==> config.mk <==
export PLATFORM = sky130hd
export DESIGN_NAME = data_transfer_instr_decode
export DESIGN_NICKNAME = d
export VERILOG_FILES = /design/src/verilog/xfer_decode_pkg.sv /design/src/verilog/data_transfer_instr_decode.sv
export SDC_FILE = /design/constraint.sdc
export NUM_CORES = 1
export LEC_CHECK = 0
export ABC_AREA = 1
export BUFFER_PORTS_ARGS = -buffer_cell sky130_fd_sc_hd__buf_2
export CAP_MARGIN = 20
export CORE_ASPECT_RATIO = 0.9
export CORE_UTILIZATION = 56
export DETAILED_ROUTE_END_ITERATION = 10
export GPL_TIMING_DRIVEN = 0
export PLACE_DENSITY = 0.78
export SYNTH_ARGS = -nofsm -noshare
export SYNTH_HDL_FRONTEND = slang
export SYNTH_SLANG_ARGS = --single-unit
==> constraint.sdc <==
create_clock -name clk_sys -period 3 [get_ports clk_sys]
set_input_delay 0.45 -clock clk_sys [delete_from_list [all_inputs] [get_ports clk_sys]]
set_output_delay 0.45 -clock clk_sys [all_outputs]
set_load 0.005 [all_outputs]
==> src/verilog/xfer_decode_pkg.sv <==
// Purpose: Shared constants and types for the data-transfer decoder
// Assumes: One opcode byte, then a mode/register/rm byte where needed
// Notes: Clock figures are least execution clocks per instruction
package xfer_decode_pkg;
    // Opcode bytes of the decoded group
    localparam logic [7:0] OPC_SEG_LOAD = 8'h8e;
    localparam logic [7:0] OPC_SEG_STORE = 8'h8c;
    localparam logic [7:0] OPC_EFF_OFS = 8'h8d;
    localparam logic [7:0] OPC_FAR_DS = 8'hc5;
    localparam logic [7:0] OPC_FAR_ES = 8'hc4;
    localparam logic [7:0] OPC_TABLE = 8'hd7;
    localparam logic [7:0] OPC_FL_TO_AH = 8'h9f;
    localparam logic [7:0] OPC_AH_TO_FL = 8'h9e;
    // General move family 1000_10dw
    localparam logic [6:0] OPC_MOV_TO_RM = 7'h44;
    localparam logic [6:0] OPC_MOV_TO_REG = 7'h45;
    // Mode field value that names a register operand
    localparam logic [1:0] MOD_REG = 2'h3;
    // Field positions
    localparam int MOD_HI = 7;
    localparam int MOD_LO = 6;
    localparam int W_BIT = 0;
    // Count widths
    localparam int CW = 5;
    localparam int UW = 8;
    // Least clocks, register form / memory form
    localparam logic [CW-1:0] CLK_SEG_LOAD_R = 5'h02;
    localparam logic [CW-1:0] CLK_SEG_LOAD_M = 5'h09;
    localparam logic [CW-1:0] CLK_SEG_STORE_R = 5'h02;
    localparam logic [CW-1:0] CLK_SEG_STORE_M = 5'h0b;
    localparam logic [CW-1:0] CLK_EFF_OFS = 5'h06;
    localparam logic [CW-1:0] CLK_FAR_PTR = 5'h12;
    localparam logic [CW-1:0] CLK_TABLE = 5'h0b;
    localparam logic [CW-1:0] CLK_FL_TO_AH = 5'h02;
    localparam logic [CW-1:0] CLK_AH_TO_FL = 5'h03;
    localparam logic [CW-1:0] CLK_MOV_TO_RM_M = 5'h0c;
    localparam logic [CW-1:0] CLK_MOV_TO_REG_M = 5'h09;
    localparam logic [CW-1:0] CLK_MOV_R = 5'h02;
    // Extra clocks: handshake ceiling, one extra word bus cycle
    localparam logic [1:0] HS_MAX = 2'h2;
    localparam logic [CW-1:0] ODD_EXTRA = 5'h04;
    localparam logic [UW-1:0] USED_ONE = 8'h01;
    // Operation kinds
    typedef enum logic [3:0] {
        OP_NONE, OP_SEG_LOAD, OP_SEG_STORE, OP_EFF_OFS, OP_FAR_DS,
        OP_FAR_ES, OP_TABLE, OP_FL_TO_AH, OP_AH_TO_FL, OP_MOV_TO_RM,
        OP_MOV_TO_REG
    } op_t;
    // Decoder states
    typedef enum logic [1:0] {ST_OPC, ST_MODRM, ST_EXEC} st_t;
endpackage

==> src/verilog/data_transfer_instr_decode.sv <==
// Purpose: Decode data-transfer opcodes and time their execution
// Assumes: Bytes arrive from the bus_fetch_unit queue on a valid/ready pair
// Notes: Counts start from the listed figure and grow with bus extras
`timescale 1ns/1ps
module data_transfer_instr_decode
    import xfer_decode_pkg::*;
(
    // Clock and reset
    input wire logic clk_sys,
    input wire logic rst_b,
    // Byte stream from the bus_fetch_unit queue
    input wire logic byte_valid,
    input wire logic [7:0] byte_data,
    output logic byte_ready_r,
    // Bus conditions during execution
    input wire logic bus_wait,
    input wire logic bus_hold,
    input wire logic [1:0] hs_extra,
    input wire logic odd_word_addr,
    input wire logic bus16_mode,
    // Decode result
    output op_t op_kind_r,
    output logic word_op_r,
    output logic mem_op_r,
    output logic illegal_r,
    output logic [CW-1:0] min_clocks_r,
    output logic [UW-1:0] used_clocks_r,
    output logic busy_r,
    output logic done_r
);

    // Map an opcode byte to its kind
    function automatic op_t kind_of(input logic [7:0] b);
        op_t k;
        k = OP_NONE;
        case (b)
            OPC_SEG_LOAD: k = OP_SEG_LOAD;
            OPC_SEG_STORE: k = OP_SEG_STORE;
            OPC_EFF_OFS: k = OP_EFF_OFS;
            OPC_FAR_DS: k = OP_FAR_DS;
            OPC_FAR_ES: k = OP_FAR_ES;
            OPC_TABLE: k = OP_TABLE;
            OPC_FL_TO_AH: k = OP_FL_TO_AH;
            OPC_AH_TO_FL: k = OP_AH_TO_FL;
            default: begin
                if (b[7:1] == OPC_MOV_TO_RM) begin
                    k = OP_MOV_TO_RM;
                end else if (b[7:1] == OPC_MOV_TO_REG) begin
                    k = OP_MOV_TO_REG;
                end
            end
        endcase
        return k;
    endfunction

    // Whether the kind takes a mode/register/rm byte
    function automatic logic has_modrm(input op_t k);
        logic m;
        m = 1'b1;
        case (k)
            OP_TABLE, OP_FL_TO_AH, OP_AH_TO_FL, OP_NONE: m = 1'b0;
            default: m = 1'b1;
        endcase
        return m;
    endfunction

    // Least clocks; is_reg picks the first figure of a pair
    function automatic logic [CW-1:0] min_clk(input op_t k, input logic is_reg);
        logic [CW-1:0] c;
        c = CLK_MOV_R;
        case (k)
            // Pair figures, register first then memory
            OP_SEG_LOAD: c = is_reg ? CLK_SEG_LOAD_R : CLK_SEG_LOAD_M;
            OP_SEG_STORE: c = is_reg ? CLK_SEG_STORE_R : CLK_SEG_STORE_M;
            OP_EFF_OFS: c = CLK_EFF_OFS;
            OP_FAR_DS: c = CLK_FAR_PTR;
            OP_FAR_ES: c = CLK_FAR_PTR;
            OP_TABLE: c = CLK_TABLE;
            OP_FL_TO_AH: c = CLK_FL_TO_AH;
            OP_AH_TO_FL: c = CLK_AH_TO_FL;
            OP_MOV_TO_RM: c = is_reg ? CLK_MOV_R : CLK_MOV_TO_RM_M;
            OP_MOV_TO_REG: c = is_reg ? CLK_MOV_R : CLK_MOV_TO_REG_M;
            default: c = CLK_MOV_R;
        endcase
        return c;
    endfunction

    // State and working registers
    st_t state_r; // Decoder state
    st_t state_nxt;
    logic [CW-1:0] remain_r; // Clocks left in execution
    logic [CW-1:0] remain_nxt;
    logic [7:0] opc_r; // Held opcode byte
    op_t kind_r; // Held kind while the second byte waits

    // Byte handshake and decode wires
    wire take = byte_valid & byte_ready_r;
    wire op_t k_new = kind_of(byte_data);
    wire is_reg = (byte_data[MOD_HI:MOD_LO] == MOD_REG);
    wire no_reg_form = (kind_r == OP_FAR_DS) || (kind_r == OP_FAR_ES);
    wire bad_modrm = no_reg_form & is_reg;
    wire stall = bus_wait | bus_hold;
    wire last = (state_r == ST_EXEC) && (remain_r == 5'h01) && !stall;

    // Width: fixed word for segment and pointer work, w bit for moves
    wire w_new = (kind_r == OP_MOV_TO_RM || kind_r == OP_MOV_TO_REG) ?
                 opc_r[W_BIT] : 1'b1;

    // Memory form and the extra clocks that it may carry
    wire op_t k_ld = (state_r == ST_OPC) ? k_new : kind_r;
    wire mem_ld = (state_r == ST_OPC) ? (k_new == OP_TABLE) :
                  (!is_reg && kind_r != OP_EFF_OFS);
    wire w_ld = (state_r == ST_OPC) ? 1'b0 : w_new;
    wire [1:0] hs_cl = (hs_extra > HS_MAX) ? HS_MAX : hs_extra;
    wire [CW-1:0] hs_add = mem_ld ? {3'h0, hs_cl} : 5'h00;
    wire odd_hit = mem_ld & w_ld & odd_word_addr & bus16_mode;
    wire [CW-1:0] odd_add = odd_hit ? ODD_EXTRA : 5'h00;
    wire [CW-1:0] base_ld = min_clk(k_ld, (state_r == ST_OPC) | is_reg);
    // A count never shrinks below its listed figure
    wire [CW-1:0] count_ld = base_ld + hs_add + odd_add;
    // Load events: single-byte opcode, or a good second byte
    wire ld_single = take && (state_r == ST_OPC) && (k_new != OP_NONE) &&
                     !has_modrm(k_new);
    wire ld_modrm = take && (state_r == ST_MODRM) && !bad_modrm;
    wire ld_exec = ld_single | ld_modrm;
    wire bad_opc = take && (state_r == ST_OPC) && (k_new == OP_NONE);
    wire bad_any = bad_opc | (take && (state_r == ST_MODRM) && bad_modrm);

    // Next state; byte wait in MODRM is counted as lost time
    always_comb begin
        state_nxt = state_r;
        remain_nxt = remain_r;
        case (state_r)
            ST_OPC: begin
                if (take && has_modrm(k_new)) begin
                    state_nxt = ST_MODRM;
                end else if (ld_single) begin
                    state_nxt = ST_EXEC;
                    remain_nxt = count_ld;
                end
            end
            ST_MODRM: begin
                if (ld_modrm) begin
                    state_nxt = ST_EXEC;
                    remain_nxt = count_ld;
                end else if (take) begin
                    // Register form refused: drop back to opcode fetch
                    state_nxt = ST_OPC;
                end
            end
            ST_EXEC: begin
                // Hold the count while the bus stalls
                if (last) begin
                    state_nxt = ST_OPC;
                    remain_nxt = 5'h00;
                end else if (!stall) begin
                    remain_nxt = remain_r - 5'h01;
                end
            end
            default: begin
                state_nxt = ST_OPC;
                remain_nxt = 5'h00;
            end
        endcase
    end

    // Sequencer registers
    always_ff @(posedge clk_sys or negedge rst_b) begin
        if (!rst_b) begin
            state_r <= ST_OPC;
            remain_r <= 5'h00;
        end else begin
            state_r <= state_nxt;
            remain_r <= remain_nxt;
        end
    end

    // Held opcode and kind
    always_ff @(posedge clk_sys or negedge rst_b) begin
        if (!rst_b) begin
            opc_r <= 8'h00;
            kind_r <= OP_NONE;
        end else if (take && state_r == ST_OPC) begin
            opc_r <= byte_data;
            kind_r <= k_new;
        end
    end

    // Handshake and status outputs
    always_ff @(posedge clk_sys or negedge rst_b) begin
        if (!rst_b) begin
            byte_ready_r <= 1'b0;
            busy_r <= 1'b0;
            done_r <= 1'b0;
            illegal_r <= 1'b0;
        end else begin
            byte_ready_r <= (state_nxt != ST_EXEC);
            busy_r <= (state_nxt != ST_OPC);
            done_r <= last;
            illegal_r <= bad_any;
        end
    end

    // Decode result, captured when execution starts
    always_ff @(posedge clk_sys or negedge rst_b) begin
        if (!rst_b) begin
            op_kind_r <= OP_NONE;
            word_op_r <= 1'b0;
            mem_op_r <= 1'b0;
            min_clocks_r <= 5'h00;
        end else if (ld_exec) begin
            op_kind_r <= k_ld;
            word_op_r <= w_ld;
            mem_op_r <= mem_ld;
            // Figures already cover any target fetch; none here branch
            min_clocks_r <= base_ld;
        end
    end

    // Clocks spent from opcode taken to completion, waits included
    always_ff @(posedge clk_sys or negedge rst_b) begin
        if (!rst_b) begin
            used_clocks_r <= 8'h00;
        end else if (take && state_r == ST_OPC) begin
            used_clocks_r <= USED_ONE;
        end else if (busy_r && !done_r) begin
            used_clocks_r <= used_clocks_r + USED_ONE;
        end
    end

    // Completion never comes before the listed figure
    a_least_clocks: assert property (@(posedge clk_sys) disable iff (!rst_b)
        done_r |-> (used_clocks_r >= {3'h0, min_clocks_r}))
        else $error("finished before least count");
    a_stall_holds: assert property (@(posedge clk_sys) disable iff (!rst_b)
        (state_r == ST_EXEC && stall) |=> $stable(remain_r))
        else $error("count moved during stall");
    a_far_no_reg: assert property (@(posedge clk_sys) disable iff (!rst_b)
        (take && state_r == ST_MODRM && no_reg_form && is_reg) |=>
        (illegal_r && state_r == ST_OPC))
        else $error("register far pointer not refused");
    a_table_count: assert property (@(posedge clk_sys) disable iff (!rst_b)
        (ld_single && k_new == OP_TABLE) |=> (min_clocks_r == CLK_TABLE))
        else $error("table lookup count wrong");
    // Three unstalled counting edges, then done is seen one edge later
    a_ah_fl_time: assert property (@(posedge clk_sys) disable iff (!rst_b)
        (ld_single && k_new == OP_AH_TO_FL) ##1
        (!bus_wait && !bus_hold)[*3] |=> done_r)
        else $error("flags store not done in three");
    a_fl_ah_time: assert property (@(posedge clk_sys) disable iff (!rst_b)
        (ld_single && k_new == OP_FL_TO_AH) ##1 (!stall)[*2] |=> done_r)
        else $error("flags load not done in two");
    // Pair figure follows the mode field of the second byte
    a_seg_pair: assert property (@(posedge clk_sys) disable iff (!rst_b)
        (ld_modrm && kind_r == OP_SEG_LOAD) |=>
        (min_clocks_r == ($past(is_reg) ? CLK_SEG_LOAD_R : CLK_SEG_LOAD_M)))
        else $error("segment load count wrong");
    a_seg_store: assert property (@(posedge clk_sys) disable iff (!rst_b)
        (ld_modrm && kind_r == OP_SEG_STORE) |=>
        (min_clocks_r == ($past(is_reg) ? CLK_SEG_STORE_R : CLK_SEG_STORE_M)))
        else $error("segment store count wrong");
    a_width_bit: assert property (@(posedge clk_sys) disable iff (!rst_b)
        (ld_modrm && kind_r == OP_MOV_TO_REG) |=> (word_op_r == $past(opc_r[W_BIT])))
        else $error("width bit ignored");
    a_eff_ofs: assert property (@(posedge clk_sys) disable iff (!rst_b)
        (ld_modrm && kind_r == OP_EFF_OFS) |=> (min_clocks_r == CLK_EFF_OFS && !mem_op_r))
        else $error("effective offset count wrong");

    // No bytes are taken while an instruction is counting down
    a_ready_exec: assert property (@(posedge clk_sys) disable iff (!rst_b)
        (state_r == ST_EXEC) |-> !byte_ready_r)
        else $error("byte accepted during execution");
    // Forms without memory access carry no extra clocks
    a_no_extra: assert property (@(posedge clk_sys) disable iff (!rst_b)
        (ld_exec && !mem_ld) |=> (remain_r == min_clocks_r))
        else $error("extra clocks on register form");
    // Handshake extras never exceed two clocks
    a_hs_ceiling: assert property (@(posedge clk_sys) disable iff (!rst_b)
        (ld_exec && mem_ld && !odd_hit) |=> (remain_r <= min_clocks_r + {3'h0, HS_MAX}))
        else $error("handshake extra above ceiling");
    // An odd word on the wide bus costs one more bus cycle
    a_odd_extra: assert property (@(posedge clk_sys) disable iff (!rst_b)
        (ld_exec && odd_hit) |=> (remain_r >= min_clocks_r + ODD_EXTRA))
        else $error("odd word extra missing");
    // Completion is a single-cycle pulse
    a_done_pulse: assert property (@(posedge clk_sys) disable iff (!rst_b)
        done_r |=> !done_r)
        else $error("done held longer than one cycle");

endmodule

# --- Word-level counts from Yosys, hierarchy flattened ---
# Index checks and enable logic that the tools add are counted.
totals:
  reg_bits: 35
  in_bits: 17
  elab_cells: 120
op_classes:
  addsub: 4
  magnitude_cmp: 1
  n_eq_ne: 36
  muxes: 30
  n_bitwise: 9
  reduce_logical: 27
op_table:
  columns: ["operator", "count"]
  rows:
  - ["equality test 8 bit (second input constant)", 8]
  - ["case mux 5 bit (7 select lines)", 1]
  - ["case mux 4 bit (8 select lines)", 1]
  - ["equality test 4 x 3 -> 1 bit (second input constant)", 7]
  - ["two-way mux 5 bit", 5]
  - ["equality test 4 bit (second input constant)", 6]
  - ["two-way mux 4 bit", 6]
  - ["two-way mux 8 bit", 2]
  - ["case mux 5 bit (3 select lines)", 1]
  - ["equality test 7 bit (second input constant)", 2]
  - ["two-way mux 2 bit", 7]
  - ["logical AND 1 bit", 12]
  - ["adder 8 x 1 -> 8 bit (second input constant)", 1]
  - ["equality test 4 x 2 -> 1 bit (second input constant)", 2]
  - ["inequality test 2 bit (second input constant)", 4]
  - ["case mux 2 bit (3 select lines)", 1]
  - ["adder 5 x 2 -> 5 bit", 1]
  - ["adder 5 x 3 -> 5 bit", 1]
  - ["AND 1 bit", 5]
  - ["equality test 5 x 1 -> 1 bit (second input constant)", 1]
  - ["two-way mux 1 bit", 5]
  - ["subtractor 5 x 1 -> 5 bit (second input constant)", 1]
  - ["equality test 2 bit (second input constant)", 2]
  - ["equality test 4 x 1 -> 1 bit (second input constant)", 1]
  - ["other kinds (15)", 24]

# --- Longest topological paths before layout ---
# Gate-level depths: netlist (run 1).
logic_depth:
  word_depth: 14
  mapped_depth: 24
  mapped_depth_nobuf: 24

# --- Worst setup path before layout (run 1) ---
# OpenSTA, ideal clock, no wires.
synth_timing:
  kind: "input port to flip-flop"
  from: "input port byte_data[6]"
  to: "register remain_r[4]"
  arrival_time_ns: 2.643
  setup_slack_ns: 0.292
  cell_stages: 22
  n_path_buf: 0
  path_cell_list: "inv_1 > nand2_1 > nor2_2 > nand3_2 > nand3_1 > nand2_1 > a21oi_2 > nand3_1 > nand2_1 > nand2_2 > nand4_1 > ha_1 > inv_1 > fa_1 > or2_2 > nand2_1 > nand2_1 > nand2_1 > nand2_1 > nand2_1 > nand2_1 > nand2_1"
synth_between:
  word_cells_on_any_way: 63
synth_lines:
  columns: ["item", "line", "source"]
  rows:
  - ["from (decl)", "data_transfer_instr_decode.sv:13", "input wire logic [7:0] byte_data,"]
  - ["equality test 7 bit", "data_transfer_instr_decode.sv:48", "end else if (b[7:1] == OPC_MOV_TO_REG) begin"]
  - ["two-way mux 4 bit", "data_transfer_instr_decode.sv:48", null]
  - ["two-way mux 4 bit", "data_transfer_instr_decode.sv:46", "if (b[7:1] == OPC_MOV_TO_RM) begin"]
  - ["case mux 4 bit (8 select lines)", "data_transfer_instr_decode.sv:36", "case (b)"]
  - ["two-way mux 4 bit", "data_transfer_instr_decode.sv:110", "wire op_t k_ld = (state_r == ST_OPC) ? k_new : kind_r;"]
  - ["equality test 4 bit (tied with other cells)", "data_transfer_instr_decode.sv:71", "case (k)"]
  - ["OR reduction 2 bit (no line)", null, null]
  - ["case mux 5 bit (7 select lines) (*)", "data_transfer_instr_decode.sv:71", null]
  - ["net base_ld[0]", "data_transfer_instr_decode.sv:118", "wire [CW-1:0] base_ld = min_clk(k_ld, (state_r == ST_OPC) | is_reg);"]
  - ["adder 5 x 2 -> 5 bit (*)", "data_transfer_instr_decode.sv:120", "wire [CW-1:0] count_ld = base_ld + hs_add + odd_add;"]
  - ["adder 5 x 3 -> 5 bit (*)", "data_transfer_instr_decode.sv:120", null]
  - ["two-way mux 5 bit", "data_transfer_instr_decode.sv:137", "end else if (ld_single) begin"]
  - ["two-way mux 5 bit", "data_transfer_instr_decode.sv:135", "if (take && has_modrm(k_new)) begin"]
  - ["case mux 5 bit (3 select lines) (*)", "data_transfer_instr_decode.sv:133", "case (state_r)"]
  - ["to (signal assigned)", "data_transfer_instr_decode.sv:174", "remain_r <= remain_nxt;"]
  - ["to (decl)", "data_transfer_instr_decode.sv:91", "logic [CW-1:0] remain_r;"]
# The timed path passes the listed nets; every way through them passes the cells marked *. The select of a mux whose other input is x is not followed.
# A chain may end at the register's enable or synchronous reset.

# --- Worst setup path in the final report (run 1) ---
layout_timing:
  from: "input port byte_data[4]"
  to: "register remain_r[4]"
layout_between:
  word_cells_on_any_way: 52
layout_lines:
  columns: ["item", "line"]
  rows:
  - ["equality test 7 bit", "data_transfer_instr_decode.sv:48"]
  - ["two-way mux 4 bit", "data_transfer_instr_decode.sv:48"]
  - ["two-way mux 4 bit", "data_transfer_instr_decode.sv:46"]
  - ["case mux 4 bit (8 select lines) (*)", "data_transfer_instr_decode.sv:36"]
  - ["two-way mux 4 bit (*)", "data_transfer_instr_decode.sv:110"]
  - ["equality test 4 bit (tied with other cells)", "data_transfer_instr_decode.sv:71"]
  - ["OR reduction 2 bit (no line)", null]
  - ["case mux 5 bit (7 select lines) (*)", "data_transfer_instr_decode.sv:71"]
  - ["net base_ld[0]", "data_transfer_instr_decode.sv:118"]
  - ["adder 5 x 2 -> 5 bit (*)", "data_transfer_instr_decode.sv:120"]
  - ["adder 5 x 3 -> 5 bit (*)", "data_transfer_instr_decode.sv:120"]
  - ["two-way mux 5 bit", "data_transfer_instr_decode.sv:137"]
  - ["two-way mux 5 bit", "data_transfer_instr_decode.sv:135"]
  - ["case mux 5 bit (3 select lines) (*)", "data_transfer_instr_decode.sv:133"]
# Marks and branches as above.

==> flow_summary.rst, run 1 <==
.. list-table::
   :header-rows: 1

   * - Metric
     - Value
   * - Count of antenna-violating nets left after detailed routing
     - 0
   * - Final period demand of the worst path
     - 2.805 ns
   * - Number of antenna violations at the first check in global routing
     - 0
   * - Weighted congestion at the end of routability-driven global placement
     - 0.9293
   * - CP dominant cell by count
     - sky130_fd_sc_hd__nand2_1
   * - Required time reported for the critical path endpoint
     - 3.23 ns
   * - Total number of yosys warnings
     - 0
   * - Number of inserted filler cells in the final layout
     - 312
   * - Fraction of synthesized area in multiplexers
     - 0
   * - Total Die Area
     - 4416 um^2
   * - Category of cells accounting for the largest share of critical-path delay
     - simple AND/OR/NAND/NOR gates
   * - Worst-case clock skew
     - 0.006203 ns
   * - Count of endpoints failing setup in the final report
     - 0
   * - Maximum net fanout on the critical path
     - 5
   * - Layout overhead on the synthesized area
     - 17.97%
   * - Count of buffer and inverter cells on the critical path
     - 3
   * - Num ports
     - 40
   * - Global-route usage over all layers
     - 0.2439
   * - Area used by multi-input combinational logic
     - 1292 um^2
   * - Number of max-cap violations
     - 0
   * - Number of nets in the finished design
     - 388
   * - Clock latency on the worst-skew pair
     - 0.29 ns
   * - Mean routed wirelength per cell
     - 12.11 um
   * - FF-to-FF End
     - remain_r[4]
   * - Post-synthesis area per instance
     - 7.431 um^2
   * - Placeable core area
     - 3836 um^2
   * - Min-delay worst type
     - input pin to async pin
   * - Slew at the pin closest to its max-slew limit
     - 0.7786 ns
   * - Residual DRC count
     - 0
   * - First-iteration detailed-routing DRC count
     - 94
   * - Leading cell type in the layout, fill and taps excluded
     - sky130_fd_sc_hd__nand2_1
   * - Max Fclk
     - 0.3565 GHz
   * - Initial core utilization
     - 0.6063
   * - Max clock buf depth
     - 2
   * - Category of the most critical setup path
     - input pin to flop
   * - Signal arrival time at the worst endpoint
     - 3.03 ns
   * - Synth Instances
     - 313
   * - Post-Synthesis Cell Area
     - 2326 um^2
   * - Total clock buffers created by CTS
     - 5
   * - Launching point of the worst reg2reg path
     - state_r[1]
   * - First-pass iteration count of the detailed router
     - 4
   * - Number of buffers inserted by hold repair at cts
     - 0
   * - Fraction of the mapped netlist area in compound gates
     - 0.1033
   * - Antenna diode count
     - 0
   * - Pin count of the biggest net entering global routing
     - 36
   * - Flop2flop setup slack
     - 0.21 ns
   * - Final wirelength
     - 4976 um
   * - Die Span Y
     - 63.14 um
   * - Yosys reg bits
     - 35
   * - Combinational family with the most area after synthesis
     - simple AND/OR/NAND/NOR gates
   * - Total negative setup slack
     - 0 ns
   * - Global-route track usage on met1
     - 0.3402
   * - Storage element area
     - 875.8 um^2
   * - Total congestion overflow
     - 0
   * - First-pass GRT wire length
     - 8597 um
   * - Fraction of final layout cells sized beyond drive strength 1
     - 0.3096
   * - Buffers added on ports
     - 39
   * - Vias
     - 2156
   * - Type of destination of the critical path
     - flop
   * - Sequential cell area fraction in the yosys report
     - 0.3765
   * - XOR/XNOR share of the synthesized area
     - 0.01130
   * - Number of distinct library cell variants in the gate-level netlist after synthesis
     - 37
   * - Max-slew violation count
     - 0
   * - Power density cells
     - 786.1 nW/um^2
   * - Clock Tree Root
     - sky130_fd_sc_hd__clkbuf_8
   * - Grt met2 use
     - 0.3822
   * - Worst-path cell chain
     - buf_2 > inv_1 > nand2_1 > nor2_1 > o21ai_2 > nand3_2 > a21oi_2 > nand3_1 > nand2_1 > nand2_2 > nand4_1 > ha_2 > inv_1 > fa_1 > or2_2 > nand2_1 > nand2_1 > nand2_1 > nand2_1 > nand2_1 > nand2_1 > nand2_1
   * - Vias per std cell
     - 5.246
   * - Dpl hpwl
     - 3767 um
   * - CTS tree
     - yes
   * - Critical-path top delay cell
     - sky130_fd_sc_hd__fa_1
   * - Width of the die
     - 69.94 um
   * - Worst IR Drop VDD
     - 0.0004999 V
   * - Status
     - completed
   * - Startpoint type of the worst setup path
     - input pin
   * - Final Cycle Share
     - 0.9351
   * - Max H-tree Level
     - 2
   * - Number of cells on the critical path
     - 22
   * - Leakage power
     - 1.472 nW
   * - Syn_nets
     - 337
   * - Depth of the worst register-to-register path
     - 19
   * - Reg clk slew, reported paths
     - 0.07 ns
   * - Number of placement rows
     - 21
   * - Relative slew margins
     - 0.4809
   * - Via count of the first global-routing pass
     - 1920
   * - Commonest cells after routing, fill and taps aside
     - sky130_fd_sc_hd__nand2_1 (82), sky130_fd_sc_hd__buf_2 (39), sky130_fd_sc_hd__inv_1 (38)
   * - Final hold viol count
     - 0
   * - Total design power
     - 2.157 mW
   * - Met3 track demand over resource
     - 0.05920
   * - Largest stage delay on the critical path
     - 0.37 ns
   * - Layer with the highest usage
     - met2
   * - Area share of fa/ha/maj cells after synthesis
     - 0.04088
   * - Clock Sinks
     - 35
   * - Simple-gate share of the synthesized area
     - 0.3830
-- metal layers --
metal	up-vias	wire length (um)	share of wire
met5	-	0	0
met3	8	222	0.045
li1	1102	-	-
met2	47	2261	0.45
met4	0	65	0.013
met1	999	2426	0.49
-- synthesized netlist by cell type --
cell type	instances	area (um^2)
sky130_fd_sc_hd__buf_6	1	11.26
sky130_fd_sc_hd__o22ai_1	1	6.260
sky130_fd_sc_hd__inv_4	2	12.51
sky130_fd_sc_hd__or2_4	1	8.760
sky130_fd_sc_hd__nor3_2	1	10.01
sky130_fd_sc_hd__o21ai_0	15	75.07
sky130_fd_sc_hd__xor2_1	2	17.52
sky130_fd_sc_hd__and3_1	2	12.51
sky130_fd_sc_hd__xnor2_1	1	8.760
sky130_fd_sc_hd__nand3_4	1	17.52
sky130_fd_sc_hd__fa_1	1	20.02
sky130_fd_sc_hd__nor2_4	2	22.52
sky130_fd_sc_hd__or2_2	2	12.51
sky130_fd_sc_hd__nor3b_2	1	12.51
sky130_fd_sc_hd__o21ai_2	10	87.58
sky130_fd_sc_hd__nand3_2	6	60.06
sky130_fd_sc_hd__buf_2	1	5.000
sky130_fd_sc_hd__a21oi_1	7	35.03
sky130_fd_sc_hd__inv_2	5	18.77
sky130_fd_sc_hd__a31oi_1	3	18.77
sky130_fd_sc_hd__nor2_2	5	31.28
sky130_fd_sc_hd__inv_1	38	142.6
sky130_fd_sc_hd__nand4_1	5	31.28
sky130_fd_sc_hd__nand3_1	14	70.07
sky130_fd_sc_hd__nand4_2	1	12.51
sky130_fd_sc_hd__nand2_1	86	322.8
sky130_fd_sc_hd__nor4_1	2	12.51
sky130_fd_sc_hd__nor2_1	29	108.9
sky130_fd_sc_hd__o32ai_1	1	8.760
sky130_fd_sc_hd__nor3_1	11	55.05
sky130_fd_sc_hd__clkbuf_1	1	3.750
sky130_fd_sc_hd__dfrtp_1	35	875.8
sky130_fd_sc_hd__nand2_4	3	33.78
sky130_fd_sc_hd__nand2_2	9	56.30
sky130_fd_sc_hd__ha_1	6	75.07
sky130_fd_sc_hd__clkinv_1	1	3.750
sky130_fd_sc_hd__a21oi_2	1	8.760
-- worst max path at each step --
stage                  from     endpoint  slack (ns)
3_5_place_dp   byte_data[6]  remain_r[4]       -0.18
3_3_place_gp   byte_data[6]  remain_r[4]       -0.12
6_report       byte_data[4]  remain_r[4]        0.19
2_1_floorplan  byte_data[6]  remain_r[4]        0.29
4_1_cts          state_r[1]  remain_r[4]        0.10
5_1_grt        byte_data[6]  remain_r[4]       -0.02
-- registers in the layout, summed over array words and instances, names as in the netlist --
signal / cells
byte_ready_r: 1
state_r: 2
illegal_r: 1
busy_r: 1
used_clocks_r: 8
min_clocks_r: 5
done_r: 1
mem_op_r: 1
opc_r: 1
remain_r: 5
op_kind_r: 4
word_op_r: 1
kind_r: 4
-- worst register-to-register path, delay by kind of cell (launching register included) --
kind                       cells  cell delay [ns]
and+or+nand+nor               14             1.35
adders and majority gates      2             0.57
DFF                            1             0.41
buffers and inverters          2             0.22
AOI/OAI and AO/OA              1             0.18
-- layout make-up --
cell class,instances,area share
Sequential cell,35,0.3192
Multi-Input combinational cell,229,0.4710
Clock inverter,2,0.004560
Inverter,46,0.06475
Tap cell,46,0.02098
Buffer,3,0.008208
Clock buffer,6,0.02645
Timing Repair Buffer,44,0.08482
-- where the power goes --
group	total, mW	switching [mW]	internal (mW)
registers	0.728	0.107	0.621
logic	1.09	0.659	0.434
clock network	0.336	0.174	0.162
total	2.16	0.939	1.22
-- logic make-up after synthesis --
logic type               after synthesis
XOR/XNOR                               3
AND/OR/NAND/NOR                      181
AO/OA/AOI/OAI                         38
buffers and inverters                 49
adder cells (fa/ha/maj)                7
flip-flops                            35
-- per-stage QoR --
step                worst slack, ns  hold slack [ns]    util  area [um^2]  std cells
CTS                          0.1009           0.2596  0.6944         2664        406
global route               -0.01589           0.2973  0.7153         2744        411
finish                       0.1946           0.2333  0.7153         2744        411
detailed placement          -0.1842           0.4639  0.6722         2579        398
global placement            -0.1219           0.4593  0.6722         2579        398
floorplan                    0.2919           0.1544       -         2326        313
-- timing repair --
item / in CTS / in global routing
buffers inserted: 0 / 5
setup endpoints to repair: 0 / 2
gates resized for setup: 0 / 14
Power figures use the tool's default switching activity.
==> run 2: changes to the inputs <==
clock period = 2.9 ns   (was 3 ns; I/O delays follow)
==> run 2 against run 1 <==
Compared with the run above:
- combinational power up 6%
- critical path depth unchanged
- die area unchanged
- via count up 0.23%
- cell count down 0.24%
- sequential power up 4.0%
- core utilization up 0.91 points
- setup slack worse by 0.078 ns
- largest cell class unchanged
==> flow_summary.rst, run 2 (synthesized netlist as in run 1, its figures left out) <==
.. list-table::
   :header-rows: 1

   * - Metric
     - Value
   * - Leading cell type in the layout, fill and taps excluded
     - sky130_fd_sc_hd__nand2_1
   * - First-iteration detailed-routing DRC count
     - 90 (-4.3%)
   * - CTS tree
     - yes
   * - Layer with the highest usage
     - met2
   * - First-pass iteration count of the detailed router
     - 4 (unchanged)
   * - Flop2flop setup slack
     - 0.14 ns (-0.07 ns)
   * - Width of the die
     - 69.94 um (unchanged)
   * - Max H-tree Level
     - 2 (unchanged)
   * - Net switching power of the design
     - 996.9 uW (+6.1%)
   * - Status
     - completed
   * - FF-to-FF End
     - remain_r[4]
   * - Worst-case clock skew
     - 0.008099 ns (+0.001897 ns)
   * - Mean routed wirelength per cell
     - 12.19 um (+0.69%)
   * - Signal arrival time at the worst endpoint
     - 3.01 ns (-0.02 ns)
   * - Leakage power
     - 1.474 nW (+0.17%)
   * - Switching part of the total power
     - 0.4395 (+0.003945)
   * - Clock Sinks
     - 35 (unchanged)
   * - Number of buffers inserted by hold repair at cts
     - 0 (unchanged)
   * - Top reg by flops
     - used_clocks_r
   * - Relative contribution of sequential cells to total power
     - 0.334 (-0.004)
   * - Launching point of the worst reg2reg path
     - state_r[1]
   * - End-of-flow core utilization
     - 0.7244 (+0.009133)
   * - Worst IR Drop VDD
     - 0.0005312 V (+6.3%)
   * - Final hold viol count
     - 0 (unchanged)
   * - Number of placed cells counting well taps
     - 398 (unchanged)
   * - Clock Tree Root
     - sky130_fd_sc_hd__clkbuf_8
   * - Buffers added on ports
     - 39 (unchanged)
   * - Via count of the first global-routing pass
     - 1920 (unchanged)
   * - Layout overhead on the synthesized area
     - 19.47%
   * - Max-slew violation count
     - 0 (unchanged)
   * - Grt met2 use
     - 0.3822 (unchanged)
   * - Largest register FFs
     - 8 (unchanged)
   * - Start point of the critical path
     - byte_data[4]
   * - Combinational group share of total power
     - 0.512 (+0.005)
   * - Max clock buf depth
     - 2 (unchanged)
   * - Antenna diode count
     - 0 (unchanged)
   * - Total design power
     - 2.269 mW (+5.2%)
   * - Weighted congestion at the end of routability-driven global placement
     - 0.9293 (unchanged)
   * - Residual DRC count
     - 0 (unchanged)
   * - Number of max-cap violations
     - 0 (unchanged)
   * - Die Span Y
     - 63.14 um (unchanged)
   * - Count of antenna-violating nets left after detailed routing
     - 0 (unchanged)
   * - Final period demand of the worst path
     - 2.783 ns
   * - Number of nets in the finished design
     - 387 (-0.26%)
   * - Required time reported for the critical path endpoint
     - 3.12 ns (-0.11 ns)
   * - Relative slew margins
     - 0.4847 (+0.003779)
   * - Global-route usage over all layers
     - 0.2439 (unchanged)
   * - Fraction of final layout cells sized beyond drive strength 1
     - 0.3242 (+0.01459)
   * - Total clock buffers created by CTS
     - 5 (unchanged)
   * - Final Cycle Share
     - 0.9597
   * - Power density cells
     - 816.3 nW/um^2 (+3.8%)
   * - Startpoint type of the worst setup path
     - input pin
   * - Max Fclk
     - 0.3593 GHz
   * - Number of placement rows
     - 21 (unchanged)
   * - Non-filler instance count after layout
     - 410 (-0.24%)
   * - Slew at the pin closest to its max-slew limit
     - 0.7729 ns (-0.005668 ns)
   * - Category of the most critical setup path
     - input pin to flop
   * - Vias per std cell
     - 5.271 (+0.48%)
   * - Commonest cells after routing, fill and taps aside
     - sky130_fd_sc_hd__nand2_1 (81), sky130_fd_sc_hd__buf_2 (39), sky130_fd_sc_hd__inv_1 (37)
   * - Num ports
     - 40 (unchanged)
   * - Clock latency on the worst-skew pair
     - 0.29 ns (about the same)
   * - Met3 track demand over resource
     - 0.05920 (unchanged)
   * - Pin count of the biggest net entering global routing
     - 36 (unchanged)
   * - Placeable core area
     - 3836 um^2 (unchanged)
   * - Registers with the most flip-flops
     - used_clocks_r (8), min_clocks_r (5), remain_r (5)
   * - Depth of the worst register-to-register path
     - 19 (unchanged)
   * - Global-route track usage on met1
     - 0.3402 (unchanged)
   * - Dpl hpwl
     - 3767 um (unchanged)
   * - Worst Hold Slack
     - 0.2137 ns (-0.01963 ns)
   * - Clock share of power
     - 0.154 (-0.002)
   * - Internal power summed over all cells
     - 1.272 mW (+4.4%)
   * - Reg clk slew, reported paths
     - 0.08 ns (about the same)
   * - Count of endpoints failing setup in the final report
     - 0 (unchanged)
   * - Final wirelength
     - 4998 um (+0.44%)
   * - Maximum net fanout on the critical path
     - 5 (unchanged)
   * - Min-delay worst type
     - input pin to async pin
   * - First-pass GRT wire length
     - 8597 um (unchanged)
   * - Initial core utilization
     - 0.6063 (unchanged)
   * - Vias
     - 2161 (+0.23%)
   * - Total Die Area
     - 4416 um^2 (unchanged)
   * - Total congestion overflow
     - 0 (unchanged)
   * - Type of destination of the critical path
     - flop
   * - Number of antenna violations at the first check in global routing
     - 0 (unchanged)
[run 2: cell type report]
| type | count | area (um^2) |
|---|---|---|
| Fill cell | 307 | 1057 |
| Tap cell | 46 | 57.56 |
| Buffer | 3 | 26.28 |
| Clock buffer | 6 | 72.57 |
| Timing Repair Buffer | 43 | 225.2 |
| Multi-Input combinational cell | 229 | 1330 |
| Clock inverter | 2 | 12.51 |
| Sequential cell | 35 | 877.1 |
| Inverter | 46 | 177.7 |
[run 2: what timing repair did]
action / 4_1_cts / 5_1_grt
endpoints found under the setup margin: 0 / 3
resized for setup: 0 / 25
setup buffers: 0 / 4
[run 2: through the flow]
step,setup WS (ns),TNS (ns),area [um^2]
after floorplan,0.2069,0,2326
after global placement,-0.2069,-0.3643,2579
after detailed placement,-0.2692,-0.4877,2579
after CTS,0.0009122,0,2664
after global routing,-0.04353,-0.04431,2779
final,0.1169,0,2779
[run 2: worst max-delay path by stage]
stage / end / slack [ns] / depth (start not counted)
CTS: remain_r[4] / 0.0009 / 19
global placement: remain_r[4] / -0.21 / 23
floorplan: remain_r[4] / 0.21 / 22
finish: remain_r[4] / 0.12 / 22
global route: remain_r[4] / -0.04 / 25
detailed placement: remain_r[4] / -0.27 / 23
[run 2: power groups by stage]
stage,Sequential [mW],Clock (mW),Combinational (mW)
3_5_place_dp,0.762,0,1.05
5_1_grt,0.780,0.374,1.32
3_3_place_gp,0.757,0,1.02
6_report,0.757,0.350,1.16
4_1_cts,0.753,0.354,1.06
2_1_floorplan,0.756,0,0.753
[run 2: worst max-delay path, cell delays in order]
cell                      delay (ns)
sky130_fd_sc_hd__buf_2          0.14
sky130_fd_sc_hd__inv_1          0.08
sky130_fd_sc_hd__nand2_2        0.08
sky130_fd_sc_hd__nor2_1         0.06
sky130_fd_sc_hd__o21ai_2        0.22
sky130_fd_sc_hd__nand3_4        0.14
sky130_fd_sc_hd__a21oi_4        0.18
sky130_fd_sc_hd__nand3_1        0.09
sky130_fd_sc_hd__nand2_1        0.08
sky130_fd_sc_hd__nand2_2        0.08
sky130_fd_sc_hd__nand4_1        0.14
sky130_fd_sc_hd__ha_2           0.20
sky130_fd_sc_hd__inv_1          0.05
sky130_fd_sc_hd__fa_2           0.33
sky130_fd_sc_hd__or2_2          0.31
sky130_fd_sc_hd__nand2_1        0.06
sky130_fd_sc_hd__nand2_1        0.05
sky130_fd_sc_hd__nand2_1        0.05
sky130_fd_sc_hd__nand2_1        0.05
sky130_fd_sc_hd__nand2_1        0.06
sky130_fd_sc_hd__nand2_1        0.05
sky130_fd_sc_hd__nand2_1        0.05
[run 2: per-layer routing]
layer | vias to the layer above | wire, um
met3 | 7 | 247
met4 | 0 | 63
met2 | 65 | 2257
met1 | 980 | 2430
li1 | 1109 | -
met5 | - | 0
==> run 3: changes to the inputs <==
MAX_ROUTING_LAYER = met4   (was not set)
==> run 3 against run 2 <==
Compared with the run above:
- largest power group unchanged
- critical path depth unchanged
- hold slack barely moved
- non-clock buffer count is the same
==> flow_summary.rst, run 3 (synthesized netlist as in run 1, its figures left out) <==
.. list-table::
   :header-rows: 1

   * - Metric
     - Value
   * - Num ports
     - 40 (unchanged)
   * - Relative slew margins
     - 0.4832 (-0.001555)
   * - Required time reported for the critical path endpoint
     - 3.12 ns (about the same)
   * - Pin count of the biggest net entering global routing
     - 36 (unchanged)
   * - Power density cells
     - 816.1 nW/um^2 (about the same)
   * - Layout overhead on the synthesized area
     - 19.47% (unchanged)
   * - First-pass GRT wire length
     - 8597 um (unchanged)
   * - Count of antenna-violating nets left after detailed routing
     - 0 (unchanged)
   * - Global-route usage over all layers
     - 0.2509 (+0.006981)
   * - Clock latency on the worst-skew pair
     - 0.29 ns (about the same)
   * - Worst IR Drop VDD
     - 0.0005310 V (about the same)
   * - Number of placed cells counting well taps
     - 398 (unchanged)
   * - Slew at the pin closest to its max-slew limit
     - 0.7753 ns (+0.002332 ns)
   * - Category of cells accounting for the largest share of critical-path delay
     - simple AND/OR/NAND/NOR gates
   * - CTS tree
     - yes
   * - First-pass iteration count of the detailed router
     - 4 (unchanged)
   * - First-iteration detailed-routing DRC count
     - 95 (+5.6%)
   * - Clock Sinks
     - 35 (unchanged)
   * - Max H-tree Level
     - 2 (unchanged)
   * - Min-delay worst type
     - input pin to async pin
   * - Startpoint type of the worst setup path
     - input pin
   * - Count of endpoints failing setup in the final report
     - 0 (unchanged)
   * - Number of antenna violations at the first check in global routing
     - 0 (unchanged)
   * - Internal power summed over all cells
     - 1.272 mW (about the same)
   * - End-of-flow core utilization
     - 0.7244 (unchanged)
   * - CP dominant cell by count
     - sky130_fd_sc_hd__nand2_1
   * - Vias per std cell
     - 5.254 (-0.32%)
   * - Maximum net fanout on the critical path
     - 5 (unchanged)
   * - Weighted congestion at the end of routability-driven global placement
     - 0.9458 (+1.8%)
   * - Number of max-cap violations
     - 0 (unchanged)
   * - Vias
     - 2154 (-0.32%)
   * - Commonest cells after routing, fill and taps aside
     - sky130_fd_sc_hd__nand2_1 (81), sky130_fd_sc_hd__buf_2 (39), sky130_fd_sc_hd__inv_1 (37)
   * - Relative contribution of sequential cells to total power
     - 0.334 (about the same)
   * - Category of the most critical setup path
     - input pin to flop
   * - Worst-case clock skew
     - 0.009389 ns (+0.001290 ns)
   * - Number of placement rows
     - 21 (unchanged)
   * - Clock Tree Root
     - sky130_fd_sc_hd__clkbuf_8
   * - Final Cycle Share
     - 0.9590 (about the same)
   * - Switching part of the total power
     - 0.4393 (about the same)
   * - Width of the die
     - 69.94 um (unchanged)
   * - Leakage power
     - 1.474 nW (unchanged)
   * - Count of buffer and inverter cells on the critical path
     - 3 (unchanged)
   * - Status
     - completed
   * - Mean routed wirelength per cell
     - 12.22 um (+0.24%)
   * - Residual DRC count
     - 0 (unchanged)
   * - Final period demand of the worst path
     - 2.781 ns (-0.001997 ns)
   * - Buffers added on ports
     - 39 (unchanged)
   * - Clock share of power
     - 0.154 (about the same)
   * - Total design power
     - 2.268 mW (about the same)
   * - Registers with the most flip-flops
     - used_clocks_r (8), min_clocks_r (5), remain_r (5)
   * - Reg clk slew, reported paths
     - 0.08 ns (about the same)
   * - Max Fclk
     - 0.3596 GHz (about the same)
   * - Signal arrival time at the worst endpoint
     - 3.00 ns (about the same)
   * - Max-slew violation count
     - 0 (unchanged)
   * - Total Die Area
     - 4416 um^2 (unchanged)
   * - Final wirelength
     - 5010 um (+0.24%)
   * - Non-filler instance count after layout
     - 410 (unchanged)
   * - Leading cell type in the layout, fill and taps excluded
     - sky130_fd_sc_hd__nand2_1
   * - Type of destination of the critical path
     - flop
   * - Antenna diode count
     - 0 (unchanged)
   * - Fraction of final layout cells sized beyond drive strength 1
     - 0.3242 (unchanged)
   * - Top reg by flops
     - used_clocks_r
   * - Max clock buf depth
     - 2 (unchanged)
   * - Combinational group share of total power
     - 0.512 (about the same)
   * - Placeable core area
     - 3836 um^2 (unchanged)
   * - Worst-path cell chain
     - buf_2 > inv_1 > nand2_2 > nor2_1 > o21ai_2 > nand3_4 > a21oi_4 > nand3_1 > nand2_1 > nand2_2 > nand4_1 > ha_2 > inv_1 > fa_2 > or2_2 > nand2_1 > nand2_1 > nand2_1 > nand2_1 > nand2_1 > nand2_1 > nand2_1
   * - Die Span Y
     - 63.14 um (unchanged)
   * - Total congestion overflow
     - 0 (unchanged)
   * - Number of nets in the finished design
     - 387 (unchanged)
   * - Largest register FFs
     - 8 (unchanged)
   * - Number of buffers inserted by hold repair at cts
     - 0 (unchanged)
   * - Dpl hpwl
     - 3767 um (unchanged)
   * - Critical-path top delay cell
     - sky130_fd_sc_hd__fa_2
   * - Via count of the first global-routing pass
     - 1920 (unchanged)
   * - Final hold viol count
     - 0 (unchanged)
   * - Largest stage delay on the critical path
     - 0.33 ns (about the same)
   * - Net switching power of the design
     - 996.2 uW (about the same)
   * - Total clock buffers created by CTS
     - 5 (unchanged)
   * - Initial core utilization
     - 0.6063 (unchanged)
[run 3: worst reg2reg max path, cell delays in order, from the launching register on]
cell,delay [ns]
sky130_fd_sc_hd__dfrtp_2,0.44
sky130_fd_sc_hd__nor2_2,0.16
sky130_fd_sc_hd__buf_6,0.15
sky130_fd_sc_hd__nand3_4,0.11
sky130_fd_sc_hd__a21oi_4,0.18
sky130_fd_sc_hd__nand3_1,0.09
sky130_fd_sc_hd__nand2_1,0.08
sky130_fd_sc_hd__nand2_2,0.08
sky130_fd_sc_hd__nand4_1,0.14
sky130_fd_sc_hd__ha_2,0.20
sky130_fd_sc_hd__inv_1,0.05
sky130_fd_sc_hd__fa_2,0.33
sky130_fd_sc_hd__or2_2,0.31
sky130_fd_sc_hd__nand2_1,0.06
sky130_fd_sc_hd__nand2_1,0.05
sky130_fd_sc_hd__nand2_1,0.05
sky130_fd_sc_hd__nand2_1,0.05
sky130_fd_sc_hd__nand2_1,0.06
sky130_fd_sc_hd__nand2_1,0.05
sky130_fd_sc_hd__nand2_1,0.05
[run 3: through the flow]
step | area (um^2) | hold slack [ns] | TNS (ns) | setup slack (ns)
3_5_place_dp | 2579 | 0.4639 | -0.4877 | -0.2692
5_1_grt | 2779 | 0.2822 | -0.04438 | -0.04356
4_1_cts | 2664 | 0.2446 | 0 | 0.0009122
3_3_place_gp | 2579 | 0.4593 | -0.3643 | -0.2069
6_report | 2779 | 0.2140 | 0 | 0.1189
2_1_floorplan | 2326 | 0.1394 | 0 | 0.2069
[run 3: worst paths after layout]
kind                                 start                to  slack (ns)  cells after the start
hold / removal                       rst_b  used_clocks_r[4]        0.21                      1
max in group asynchronous            rst_b        state_r[1]        2.13                      1
setup reg to reg                state_r[1]       remain_r[4]        0.15                     19
hold reg to reg            min_clocks_r[4]   min_clocks_r[4]        0.48                      2
setup / recovery              byte_data[4]       remain_r[4]        0.12                     22
min in group clk_sys              bus_hold            done_r        0.33                      2
[run 3: power groups by stage]
stage	logic (mW)	registers, mW	clock network (mW)
2_1_floorplan	0.753	0.756	0
3_3_place_gp	1.02	0.757	0
3_5_place_dp	1.05	0.762	0
4_1_cts	1.06	0.753	0.354
5_1_grt	1.32	0.780	0.372
6_report	1.16	0.757	0.349
[run 3: metal layers]
layer  global-route usage  up-vias  share of wire
met2               0.3822       59           0.45
met5                    -        -              0
met3              0.05920        9          0.047
met1               0.3402      980           0.49
li1                     -     1106              -
met4              0.06000        0          0.016
[run 3: area by class of cell]
type / instances / area [um^2]
Fill cell: 307 / 1057
Inverter: 46 / 177.7
Multi-Input combinational cell: 229 / 1330
Timing Repair Buffer: 43 / 225.2
Buffer: 3 / 26.28
Clock inverter: 2 / 12.51
Tap cell: 46 / 57.56
Clock buffer: 6 / 72.57
Sequential cell: 35 / 877.1
[run 3: what timing repair did]
item                       4_1_cts  5_1_grt
resized for setup                0       25
setup endpoints to repair        0        3
setup buffers                    0        4
